$ cat src/pkg/rpd_pkg.sv
// Purpose: Shared constants for the reprogramming delay and query block
// Assumes: 10 MHz hclk, 32-bit AHB-Lite register access
// Notes:   Offsets are byte addresses; each register is one aligned word
package rpd_pkg;
  // Register offsets
  localparam logic [7:0] OFS_DISPLAY = 8'h00;
  localparam logic [7:0] OFS_CALMODE = 8'h04;
  localparam logic [7:0] OFS_PWRUP   = 8'h08;
  localparam logic [7:0] OFS_DLYSET  = 8'h0c;
  localparam logic [7:0] OFS_DLYSEL  = 8'h10;
  localparam logic [7:0] OFS_DLYRD   = 8'h14;
  localparam logic [7:0] OFS_CMD     = 8'h18;
  localparam logic [7:0] OFS_ERR     = 8'h1c;
  localparam logic [7:0] OFS_SPOLL   = 8'h20;
  localparam logic [7:0] OFS_MSG     = 8'h24;
  localparam logic [7:0] OFS_MODEL   = 8'h28;
  localparam logic [7:0] OFS_TEST    = 8'h2c;
  localparam logic [7:0] OFS_IRQSTAT = 8'h30;
  localparam logic [7:0] OFS_IRQMASK = 8'h34;
  // Field positions
  localparam int CH_LSB      = 16;
  localparam int SPOLL_ERR   = 5;
  localparam int MSG_POS_LSB = 8;
  localparam int IRQ_ERR     = 0;
  localparam int IRQ_SETTLED = 1;
  localparam int IRQ_W       = 2;
  // Delay timing and message length
  localparam int CLK_NS       = 100;
  localparam int STEP_MS      = 4;
  localparam int TICK_CYC     = STEP_MS * 1000000 / CLK_NS;
  localparam int DLY_MAX_MS   = 32000;
  localparam int DLY_RST_MS   = 20;
  localparam int DLY_RST_STEP = DLY_RST_MS / STEP_MS;
  localparam int STEP_W       = 13;
  localparam int MSG_LEN      = 12;
  // Reset values
  localparam logic       DISPLAY_RST = 1'b1;
  localparam logic [1:0] PWRUP_RST   = 2'h0;
  // Error codes
  localparam logic [4:0] ERR_NONE  = 5'h00;
  localparam logic [4:0] ERR_RANGE = 5'h05;
  localparam logic [4:0] ERR_LEN   = 5'h07;
  localparam logic [4:0] ERR_CAL   = 5'h10;
  // Commands written to the command register
  typedef enum logic [2:0] {
    OP_VOLTAGE_PROGRAM, OP_CURRENT_LIMIT_PROGRAM, OP_STATE_RECALL,
    OP_OVERVOLTAGE_CLEAR, OP_OVERCURRENT_CLEAR, OP_OUT_ON, OP_OUT_OFF, OP_CAL
  } rpd_op_t;
endpackage : rpd_pkg

$ cat src/hdl/rpd_timer.sv
// Purpose: One output's reprogramming delay countdown
// Assumes: tick is a one-cycle pulse every delay step
// Notes:   Tick phase is free running, so a delay may end up to a step early
`timescale 1ns/100ps
module rpd_timer #(
  parameter int STEP_W = 13
) (
  input  wire logic              hclk,
  input  wire logic              hresetn,
  input  wire logic              tick,
  input  wire logic              start,
  input  wire logic [STEP_W-1:0] setting,
  output logic                   busy
);
  logic [STEP_W-1:0] count_r;

  always_ff @(posedge hclk or negedge hresetn) begin
    if (!hresetn) begin
      count_r <= '0;
    end else if (start) begin
      count_r <= setting;
    end else if (tick && count_r != '0) begin
      count_r <= count_r - 1'b1;
    end
  end

  assign busy = (count_r != '0);
endmodule : rpd_timer

$ cat src/hdl/rpd_core.sv
// Purpose: Reprogramming delay, error latch, display and query registers
// Assumes: AHB-Lite slave with zero wait states, single word transfers
// Notes:   Reads answer at once, so a read after a write sees the old value
//
// Our own choices: the AHB-Lite interface to the registers and the register addresses.
`timescale 1ns/100ps
module rpd_core #(
  parameter int          N_OUT    = 4,
  parameter int          TICK_CYC = rpd_pkg::TICK_CYC,
  parameter logic [15:0] MODEL    = 16'h1234 // Arbitrary value
) (
  input  wire logic                 hclk,
  input  wire logic                 hresetn,
  input  wire logic                 hsel,
  input  wire logic [31:0]          haddr,
  input  wire logic [1:0]           htrans,
  input  wire logic                 hwrite,
  input  wire logic [2:0]           hsize,
  input  wire logic [31:0]          hwdata,
  input  wire logic                 hready,
  output logic                      hreadyout,
  output logic                      hresp,
  output logic [31:0]               hrdata,
  input  wire logic [4*N_OUT-1:0]   stat_raw,
  output logic [4*N_OUT-1:0]        stat_gated,
  output logic [N_OUT-1:0]          dly_busy,
  input  wire logic                 hw_err_pulse,
  input  wire logic [4:0]           hw_err_code,
  input  wire logic [4:0]           selftest_code,
  output logic                      selftest_start,
  input  wire logic [1:0]           pwrup_nv,
  output logic [1:0]                pwrup_state,
  output logic [N_OUT-1:0]          out_enable,
  output logic                      out_cc_off,
  output logic                      display_on,
  output logic [8*12-1:0]           msg_text,
  output logic                      cal_enable,
  output logic                      cal_strobe,
  output logic                      err_led,
  output logic                      irq
);
  localparam int CW = $clog2(N_OUT) > 0 ? $clog2(N_OUT) : 1;
  localparam logic [15:0] TICK_LAST = 16'(TICK_CYC - 1);

  function automatic logic [rpd_pkg::STEP_W-1:0] to_steps(input logic [15:0] ms);
    logic [16:0] sum;
    sum = {1'b0, ms} + 17'h00002;
    to_steps = sum[rpd_pkg::STEP_W+1:2];
  endfunction : to_steps

  function automatic logic [7:0] show_char(input logic [7:0] c);
    if ((c >= 8'h41 && c <= 8'h5a) || (c >= 8'h30 && c <= 8'h39) || c == 8'h20) begin
      show_char = c;
    end else begin
      show_char = 8'h20;
    end
  endfunction : show_char

  // Bus address phase capture
  logic            rd_go;
  logic            wr_pend_r;
  logic [7:0]      wr_ofs_r;
  logic [7:0]      rd_ofs;
  logic [31:0]     rd_val;
  logic            wr_go;

  assign rd_ofs    = haddr[7:0];
  assign rd_go     = hsel && hready && htrans[1] && !hwrite;
  assign hreadyout = 1'b1;
  assign hresp     = 1'b0;

  always_ff @(posedge hclk or negedge hresetn) begin
    if (!hresetn) begin
      wr_pend_r <= 1'b0;
      wr_ofs_r  <= 8'h00;
    end else if (hready) begin
      wr_pend_r <= hsel && htrans[1] && hwrite;
      wr_ofs_r  <= haddr[7:0];
    end
  end

  function automatic logic wr_to(input logic pend, input logic [7:0] a, input logic [7:0] o);
    wr_to = pend && (a == o);
  endfunction : wr_to

  assign wr_go = wr_pend_r;

  // Decoded write fields
  logic [CW-1:0]   wr_ch;
  logic [15:0]     wr_ms;
  rpd_pkg::rpd_op_t wr_op;
  logic            ch_ok;
  logic            dly_wr;
  logic            range_err;
  logic            cmd_wr;
  logic            cal_err;
  logic            msg_wr;
  logic            len_err;

  assign wr_ch     = hwdata[rpd_pkg::CH_LSB +: CW];
  assign ch_ok     = (32'(wr_ch) < N_OUT);
  assign wr_ms     = hwdata[15:0];
  assign wr_op     = rpd_pkg::rpd_op_t'(hwdata[2:0]);
  assign dly_wr    = wr_to(wr_go, wr_ofs_r, rpd_pkg::OFS_DLYSET);
  assign range_err = dly_wr && (32'(wr_ms) > rpd_pkg::DLY_MAX_MS);
  assign cmd_wr    = wr_to(wr_go, wr_ofs_r, rpd_pkg::OFS_CMD) && ch_ok;
  assign cal_err   = wr_to(wr_go, wr_ofs_r, rpd_pkg::OFS_CMD)
                     && wr_op == rpd_pkg::OP_CAL && !cal_enable;
  assign msg_wr    = wr_to(wr_go, wr_ofs_r, rpd_pkg::OFS_MSG);
  assign len_err   = msg_wr && (hwdata[rpd_pkg::MSG_POS_LSB +: 4] >= 4'(rpd_pkg::MSG_LEN));

  // Delay settings, one per output
  logic [rpd_pkg::STEP_W-1:0] dly_r [N_OUT];
  logic [CW-1:0]              dly_sel_r;

  always_ff @(posedge hclk or negedge hresetn) begin
    if (!hresetn) begin
      for (int i = 0; i < N_OUT; i++) begin
        dly_r[i] <= rpd_pkg::STEP_W'(rpd_pkg::DLY_RST_STEP);
      end
    end else if (dly_wr && !range_err && ch_ok) begin
      dly_r[wr_ch] <= to_steps(wr_ms);
    end
  end

  always_ff @(posedge hclk or negedge hresetn) begin
    if (!hresetn) begin
      dly_sel_r <= '0;
    end else if (wr_to(wr_go, wr_ofs_r, rpd_pkg::OFS_DLYSEL)) begin
      dly_sel_r <= hwdata[CW-1:0];
    end
  end

  // Step tick; a long count, so shortened by parameter in simulation
  logic [15:0] pre_r;
  logic        tick;

  assign tick = (pre_r == TICK_LAST);

  always_ff @(posedge hclk or negedge hresetn) begin
    if (!hresetn) begin
      pre_r <= 16'h0000;
    end else if (tick) begin
      pre_r <= 16'h0000;
    end else begin
      pre_r <= pre_r + 16'h0001;
    end
  end

  // Per-output delay timers and status masking
  logic [N_OUT-1:0] dly_start;
  logic [N_OUT-1:0] busy_d_r;

  for (genvar g = 0; g < N_OUT; g++) begin : g_out
    assign dly_start[g] = cmd_wr && wr_op != rpd_pkg::OP_CAL && 32'(wr_ch) == g;
    rpd_timer #(
      .STEP_W  (rpd_pkg::STEP_W)
    ) u_timer (
      .hclk    (hclk),
      .hresetn (hresetn),
      .tick    (tick),
      .start   (dly_start[g]),
      .setting (dly_r[g]),
      .busy    (dly_busy[g])
    );
    assign stat_gated[4*g +: 4] = dly_busy[g] ? 4'h0 : stat_raw[4*g +: 4];
  end

  always_ff @(posedge hclk or negedge hresetn) begin
    if (!hresetn) begin
      busy_d_r <= '0;
    end else begin
      busy_d_r <= dly_busy;
    end
  end

  // Power-up state: the stored choice is caught just after reset release
  logic init_r;

  always_ff @(posedge hclk or negedge hresetn) begin
    if (!hresetn) begin
      init_r <= 1'b0;
    end else begin
      init_r <= 1'b1;
    end
  end

  always_ff @(posedge hclk or negedge hresetn) begin
    if (!hresetn) begin
      pwrup_state <= rpd_pkg::PWRUP_RST;
    end else if (!init_r) begin
      pwrup_state <= pwrup_nv;
    end else if (wr_to(wr_go, wr_ofs_r, rpd_pkg::OFS_PWRUP)) begin
      pwrup_state <= hwdata[1:0];
    end
  end

  assign out_cc_off = pwrup_state[1];

  always_ff @(posedge hclk or negedge hresetn) begin
    if (!hresetn) begin
      out_enable <= '0;
    end else if (!init_r) begin
      out_enable <= (pwrup_nv == 2'h1 || pwrup_nv == 2'h2) ? '1 : '0;
    end else if (cmd_wr && wr_op == rpd_pkg::OP_OUT_ON) begin
      out_enable[wr_ch] <= 1'b1;
    end else if (cmd_wr && wr_op == rpd_pkg::OP_OUT_OFF) begin
      out_enable[wr_ch] <= 1'b0;
    end
  end

  // Display and message
  always_ff @(posedge hclk or negedge hresetn) begin
    if (!hresetn) begin
      display_on <= rpd_pkg::DISPLAY_RST;
    end else if (wr_to(wr_go, wr_ofs_r, rpd_pkg::OFS_DISPLAY)) begin
      display_on <= hwdata[0];
    end
  end

  always_ff @(posedge hclk or negedge hresetn) begin
    if (!hresetn) begin
      msg_text <= {rpd_pkg::MSG_LEN{8'h20}};
    end else if (msg_wr && !len_err) begin
      msg_text[8*hwdata[rpd_pkg::MSG_POS_LSB +: 4] +: 8] <= show_char(hwdata[7:0]);
    end
  end

  // Calibration
  always_ff @(posedge hclk or negedge hresetn) begin
    if (!hresetn) begin
      cal_enable <= 1'b0;
    end else if (wr_to(wr_go, wr_ofs_r, rpd_pkg::OFS_CALMODE)) begin
      cal_enable <= hwdata[0];
    end
  end

  always_ff @(posedge hclk or negedge hresetn) begin
    if (!hresetn) begin
      cal_strobe <= 1'b0;
    end else begin
      cal_strobe <= cmd_wr && wr_op == rpd_pkg::OP_CAL && cal_enable;
    end
  end

  // Error latch; a new error wins over a clearing query in the same cycle
  logic       err_set;
  logic [4:0] err_new;
  logic       err_clr;
  logic [4:0] err_code_r;

  assign err_set = hw_err_pulse || range_err || len_err || cal_err;
  assign err_clr = rd_go && rd_ofs == rpd_pkg::OFS_ERR;

  always_comb begin
    if (hw_err_pulse) begin
      err_new = hw_err_code;
    end else if (range_err) begin
      err_new = rpd_pkg::ERR_RANGE;
    end else if (len_err) begin
      err_new = rpd_pkg::ERR_LEN;
    end else begin
      err_new = rpd_pkg::ERR_CAL;
    end
  end

  always_ff @(posedge hclk or negedge hresetn) begin
    if (!hresetn) begin
      err_led    <= 1'b0;
      err_code_r <= rpd_pkg::ERR_NONE;
    end else if (err_set) begin
      err_led    <= 1'b1;
      err_code_r <= err_new;
    end else if (err_clr) begin
      err_led    <= 1'b0;
      err_code_r <= rpd_pkg::ERR_NONE;
    end
  end

  // Self-test only touches the digital side; outputs stay as they are
  assign selftest_start = rd_go && rd_ofs == rpd_pkg::OFS_TEST;

  // Interrupts: sticky, cleared by reading the status register
  logic [rpd_pkg::IRQ_W-1:0] irq_ev;
  logic [rpd_pkg::IRQ_W-1:0] irq_stat_r;
  logic [rpd_pkg::IRQ_W-1:0] irq_mask_r;
  logic                      irq_rd;

  assign irq_ev[rpd_pkg::IRQ_ERR]     = err_set;
  assign irq_ev[rpd_pkg::IRQ_SETTLED] = |(busy_d_r & ~dly_busy);
  assign irq_rd = rd_go && rd_ofs == rpd_pkg::OFS_IRQSTAT;

  always_ff @(posedge hclk or negedge hresetn) begin
    if (!hresetn) begin
      irq_stat_r <= '0;
    end else begin
      irq_stat_r <= (irq_rd ? '0 : irq_stat_r) | irq_ev;
    end
  end

  always_ff @(posedge hclk or negedge hresetn) begin
    if (!hresetn) begin
      irq_mask_r <= '0;
    end else if (wr_to(wr_go, wr_ofs_r, rpd_pkg::OFS_IRQMASK)) begin
      irq_mask_r <= hwdata[rpd_pkg::IRQ_W-1:0];
    end
  end

  assign irq = |(irq_stat_r & irq_mask_r);

  // Read mux; answers are taken at the address phase so data is ready at once
  always_comb begin
    rd_val = 32'h0000_0000;
    case (rd_ofs)
      rpd_pkg::OFS_DISPLAY: rd_val[0]   = display_on;
      rpd_pkg::OFS_CALMODE: rd_val[0]   = cal_enable;
      rpd_pkg::OFS_PWRUP:   rd_val[1:0] = pwrup_state;
      rpd_pkg::OFS_DLYSEL:  rd_val[CW-1:0] = dly_sel_r;
      rpd_pkg::OFS_DLYRD:   rd_val[15:0] = 16'({dly_r[dly_sel_r], 2'b00});
      rpd_pkg::OFS_ERR:     rd_val[4:0] = err_code_r;
      rpd_pkg::OFS_SPOLL:   rd_val[rpd_pkg::SPOLL_ERR] = err_led;
      rpd_pkg::OFS_MODEL:   rd_val[15:0] = MODEL;
      rpd_pkg::OFS_TEST:    rd_val[4:0] = selftest_code;
      rpd_pkg::OFS_IRQSTAT: rd_val[rpd_pkg::IRQ_W-1:0] = irq_stat_r;
      rpd_pkg::OFS_IRQMASK: rd_val[rpd_pkg::IRQ_W-1:0] = irq_mask_r;
      default:              rd_val = 32'h0000_0000;
    endcase
  end

  always_ff @(posedge hclk or negedge hresetn) begin
    if (!hresetn) begin
      hrdata <= 32'h0000_0000;
    end else if (rd_go) begin
      hrdata <= rd_val;
    end
  end
endmodule : rpd_core

$ cat config.mk
export PLATFORM = sky130hd
export DESIGN_NAME = rpd_core
export DESIGN_NICKNAME = d
export VERILOG_FILES = /design/src/pkg/rpd_pkg.sv /design/src/hdl/rpd_timer.sv /design/src/hdl/rpd_core.sv
export SDC_FILE = /design/constraint.sdc
export NUM_CORES = 1
export LEC_CHECK = 0
export BUFFER_PORTS_ARGS = -buffer_cell sky130_fd_sc_hd__buf_2
export CAP_MARGIN = 15
export CORE_MARGIN = 3
export CORE_UTILIZATION = 50
export DETAILED_ROUTE_END_ITERATION = 10
export MAX_ROUTING_LAYER = met4
export PLACE_DENSITY_LB_ADDON = 0.1
export RECOVER_POWER = 25
export SLEW_MARGIN = 20
export SYNTH_ARGS = -nofsm -noshare
export SYNTH_HDL_FRONTEND = slang
export SYNTH_SLANG_ARGS = --single-unit
export TNS_END_PERCENT = 50
$ cat constraint.sdc
create_clock -name hclk -period 2.6 [get_ports hclk]
set_clock_uncertainty 0.2 [all_clocks]
set_input_delay 0.13 -clock hclk [delete_from_list [all_inputs] [get_ports hclk]]
set_output_delay 0.13 -clock hclk [all_outputs]
set_load 0.02 [all_outputs]
==> flow_summary_export.csv <==
group,metric,value,unit
routing,vias,10958,
worst_setup_path,crit_buf_inv,15,
worst_setup_path,crit_top_cell,"buf_4",
routing,dr.first_iter.drc_count,705,
global_routing,first_global_vias,10802,
routing,via_per_inst,5.571,
clocking,cts_tree,"done",
power_and_ir_drop,power,9.470,mW
sta,drv_slew,0,
worst_setup_path,crit_path_max_fanout,2,
global_routing,grt-ovfl-total,0,
synth,syn-instance-count,1270,
global_routing,grt_pass1_wl,58240,um
sta,tightest_slew,1.157,ns
floorplan,die_area,28310,um2
synth,yosys.area_share.simple,0.2135,
synth,synth_compound_area_frac,0.08953,
worst_setup_path,crit_arrival,2.84,ns
layout,final_cells,1967,
layout,post-route-cell-area,17200,um2
floorplan,num_rows,58,
layout,utilization,0.6732,
worst_setup_path,path_cells,"inv_2, buf_4, buf_4, buf_4, buf_4, buf_4, buf_4, buf_4, buf_4, buf_4, buf_4, buf_4, buf_4, buf_4, buf_4, nand3_4, a31oi_2",
status,status,"complete, but fails checks",
placed_design,gp_congestion,0.8900,
layout,seq_area,6683,um2
worst_setup_path,cp_slowest_stage_delay,0.38,ns
floorplan,die_w,168.3,um
worst_hold_path,hp-start,"hwdata[9]",
synth,async_flop_share,1.000,
layout,areaGrowthSynthToFinish,30.62,%
floorplan,initial_utilization,0.5154,
worst_setup_path,crit_required,2.80,ns
routing,firstDrtPassIters,5,
synth,synth_area,13170,um2
placed_design,placed_area,14830,um2
synth,synthMuxAreaShare,0.08829,
synth,yosys_warnings,0,
synth,ys_ff_latch,266,
synth,synth_seq_area_share,0.5076,
sta,setup_ws,-0.04079,ns
sta,fin_hold_ws,0.03587,ns
worst_setup_path,ff2ff_path_depth,17,
placed_design,placed_cells,1802,
worst_hold_path,min_to,"msg_text[3]",
sta,fmax,378.7,MHz
global_routing,gr-usage-all-layers,0.2613,
sta,finalSetupViolations,7,
sta,grt_setup_unrepaired,"true",
placed_design,dp_hpwl,25550,um
layout,multi_input_area,6246,um2
placed_design,io_buffers,204,
placed_design,dp_slack,-0.2033,ns
clocking,insertion_delay,0.54,ns
sta,final.setup.tns,-0.1933,ns
clocking,htree_levels,1,
layout,final_nets,1728,
clocking,clockBufferDepth,3,
sta,min_period,2.641,ns
global_routing,antenna_found_initial,2,
worst_setup_path,critPathKind,"reg2reg",
power_and_ir_drop,ir_drop,0.0005856,V
power_and_ir_drop,p_per_area,550.7,nW/um2
synth,synth_cell_types,71,
worst_setup_path,start_kind,"flop",
routing,wl,37120,um
clocking,root_buffer,"clkbuf_16",
sta,timing.final.crit_share,1.016,
routing,route.antenna.remaining_nets,0,
worst_setup_path,reg2reg_slack,-0.04,ns
synth,synth-edff-count,0,
synth,yosys.area_share.xor_xnor,0.04723,
layout,layout-drive-gt1-share,0.3364,
synth,synthAdderAreaFrac,0.01140,
worst_setup_path,reg2reg_from,"g_out[0].u_timer.count_r[0]",
worst_setup_path,cp-end-kind,"flop",
routing,wl_per_cell,18.87,um
floorplan,io_pins,266,
synth,syn_area_per_cell,10.37,um2
worst_hold_path,hold_depth,5,
flow_run,maxCapViolations,0,
worst_setup_path,r2r-end,"g_out[0].u_timer.count_r[0]",
synth,ys_dominant_reg_cell,"dfrtp_1",
routing,drc,0,
floorplan,core_area,25540,um2
synth,synth_top_family_by_area,"simple AND/OR/NAND/NOR gates",
global_routing,grt_max_degree,73,
status,violations,"setup timing",
floorplan,die_h,168.3,um
clocking,path_clk_slew,0.06,ns
worst_setup_path,crit_family,"buffers and inverters",
clocking,cts_buffers,29,
clocking,clock_sinks,266,
sta,slew-limit-headroom,0.2288,
worst_hold_path,hp-class,"in2reg",
power_and_ir_drop,leakage,7.726,nW
worst_setup_path,critical_path.slowest_cell,"dfrtp_1",
layout,fill_cells,1988,
sta,final-hold-violation-count,0,
-- worst max-delay path by stage --
stage | start | to | slack (ns) | cells past startpoint
after global placement | pre_r[13] | g_out[3].u_timer.count_r[1] | -0.16 | 6
after floorplan | pre_r[13] | g_out[3].u_timer.count_r[11] | 0.05 | 7
after global routing | g_out[1].u_timer.count_r[0] | stat_gated[6] | -0.13 | 7
after CTS | g_out[1].u_timer.count_r[1] | stat_gated[6] | -0.09 | 7
final | g_out[0].u_timer.count_r[0] | g_out[0].u_timer.count_r[0] | -0.04 | 17
after detailed placement | pre_r[13] | g_out[0].u_timer.count_r[9] | -0.20 | 6
-- tightest hold or removal path: stages --
cell and delay [ns]:
buf_2 0.15, nor3_1 0.09, nand3_1 0.08, buf_4 0.19
o31ai_1 0.08
-- per-layer routing --
layer,share of wire,vias to the layer above,GRT usage
met2,0.47,368,0.4126
met5,0,-,-
met3,0.063,76,0.05048
met1,0.43,5396,0.3456
met4,0.032,0,0.08004
li1,-,5118,-
-- cell usage in the layout, fill, tap and decap left out, drive strengths merged, types with 12 or more instances in the layout --
cell type	synthesis	final
nor2	62	62
ha	12	12
clkbuf	56	41
xnor2	42	42
nor3	51	51
nand3	38	38
nor2b	12	12
dlygate4sd3	0	65
mux2	71	71
nor4b	12	12
dfstp	21	21
and2	30	30
dfrtp	245	245
nand4	19	19
nand2b	14	14
nor4	24	24
o21ai	118	118
conb	2	20
buf	33	310
mux4	13	13
inv	27	27
a21oi	28	28
xor2	29	29
nand2	182	182
-- cell usage after synthesis (7+ instances only) --
master    count  share of area
a21oi_1      28          0.011
buf_4        24          0.014
nor2_1       62          0.018
xor2_1       29          0.019
clkbuf_1     56          0.016
mux2i_1       7         0.0053
mux2_2       71          0.061
o31ai_1       7         0.0040
or3_1        10         0.0048
nand4_1      19         0.0090
nor4_1       13         0.0062
o21ai_1       7         0.0027
nor4_4        7          0.011
ha_1         12          0.011
dfstp_2      21          0.042
or4_1        10         0.0057
and2_1       30          0.014
nand2b_1     14         0.0067
inv_1        27         0.0077
nand3_1      38          0.014
dfrtp_1     245           0.47
nor3_1       51          0.019
xnor2_1      42          0.028
nand2_1     182          0.052
nor2b_1      12         0.0057
o21ai_0     111          0.042
mux4_2       13          0.022
-- cell families (layout without fill, tap and decap cells) --
group	Yosys count	in the layout
AND/OR/NAND/NOR	510	510
flip-flops	266	266
AO/OA/AOI/OAI	201	201
buffers and inverters	117	464
multiplexers	91	91
XOR/XNOR	71	71
adder cells (fa/ha/maj)	12	12
other	2	22
-- where the power goes --
group | internal, mW | switching, mW
clock | 2.82 | 1.71
combinational | 0.257 | 0.409
sequential | 4.21 | 0.0684
total | 7.28 | 2.19
-- cell type report --
class,count,area share
antenna,2,0.0002910
clock buffer,33,0.04482
clock inverter,20,0.01681
inverter,28,0.006476
multi-input combinational,905,0.3632
sequential,266,0.3886
tap,330,0.02401
timing repair buffer,383,0.1558
-- registers in the layout (all words and copies together), names as in the netlist, named ones only --
register / cells
busy_d_r: 4
cal_enable: 1
cal_strobe: 1
display_on: 1
dly_r: 52
dly_sel_r: 2
err_code_r: 5
err_led: 1
g_out.u_timer.count_r: 52
hrdata: 15
init_r: 1
irq_mask_r: 2
irq_stat_r: 2
msg_text: 96
pre_r: 16
pwrup_state: 2
wr_go: 1
wr_ofs_r: 8
-- what timing repair did --
action                                  CTS  global route
cloned                                    0             3
endpoints found under the setup margin   42           114
gates resized for setup                  37            43
hold endpoints to repair                347             0
hold buffers                             66             0
pin swaps                                 6            28
setup buffers                            27            14
Note: power is estimated with default switching activity, not from simulation.
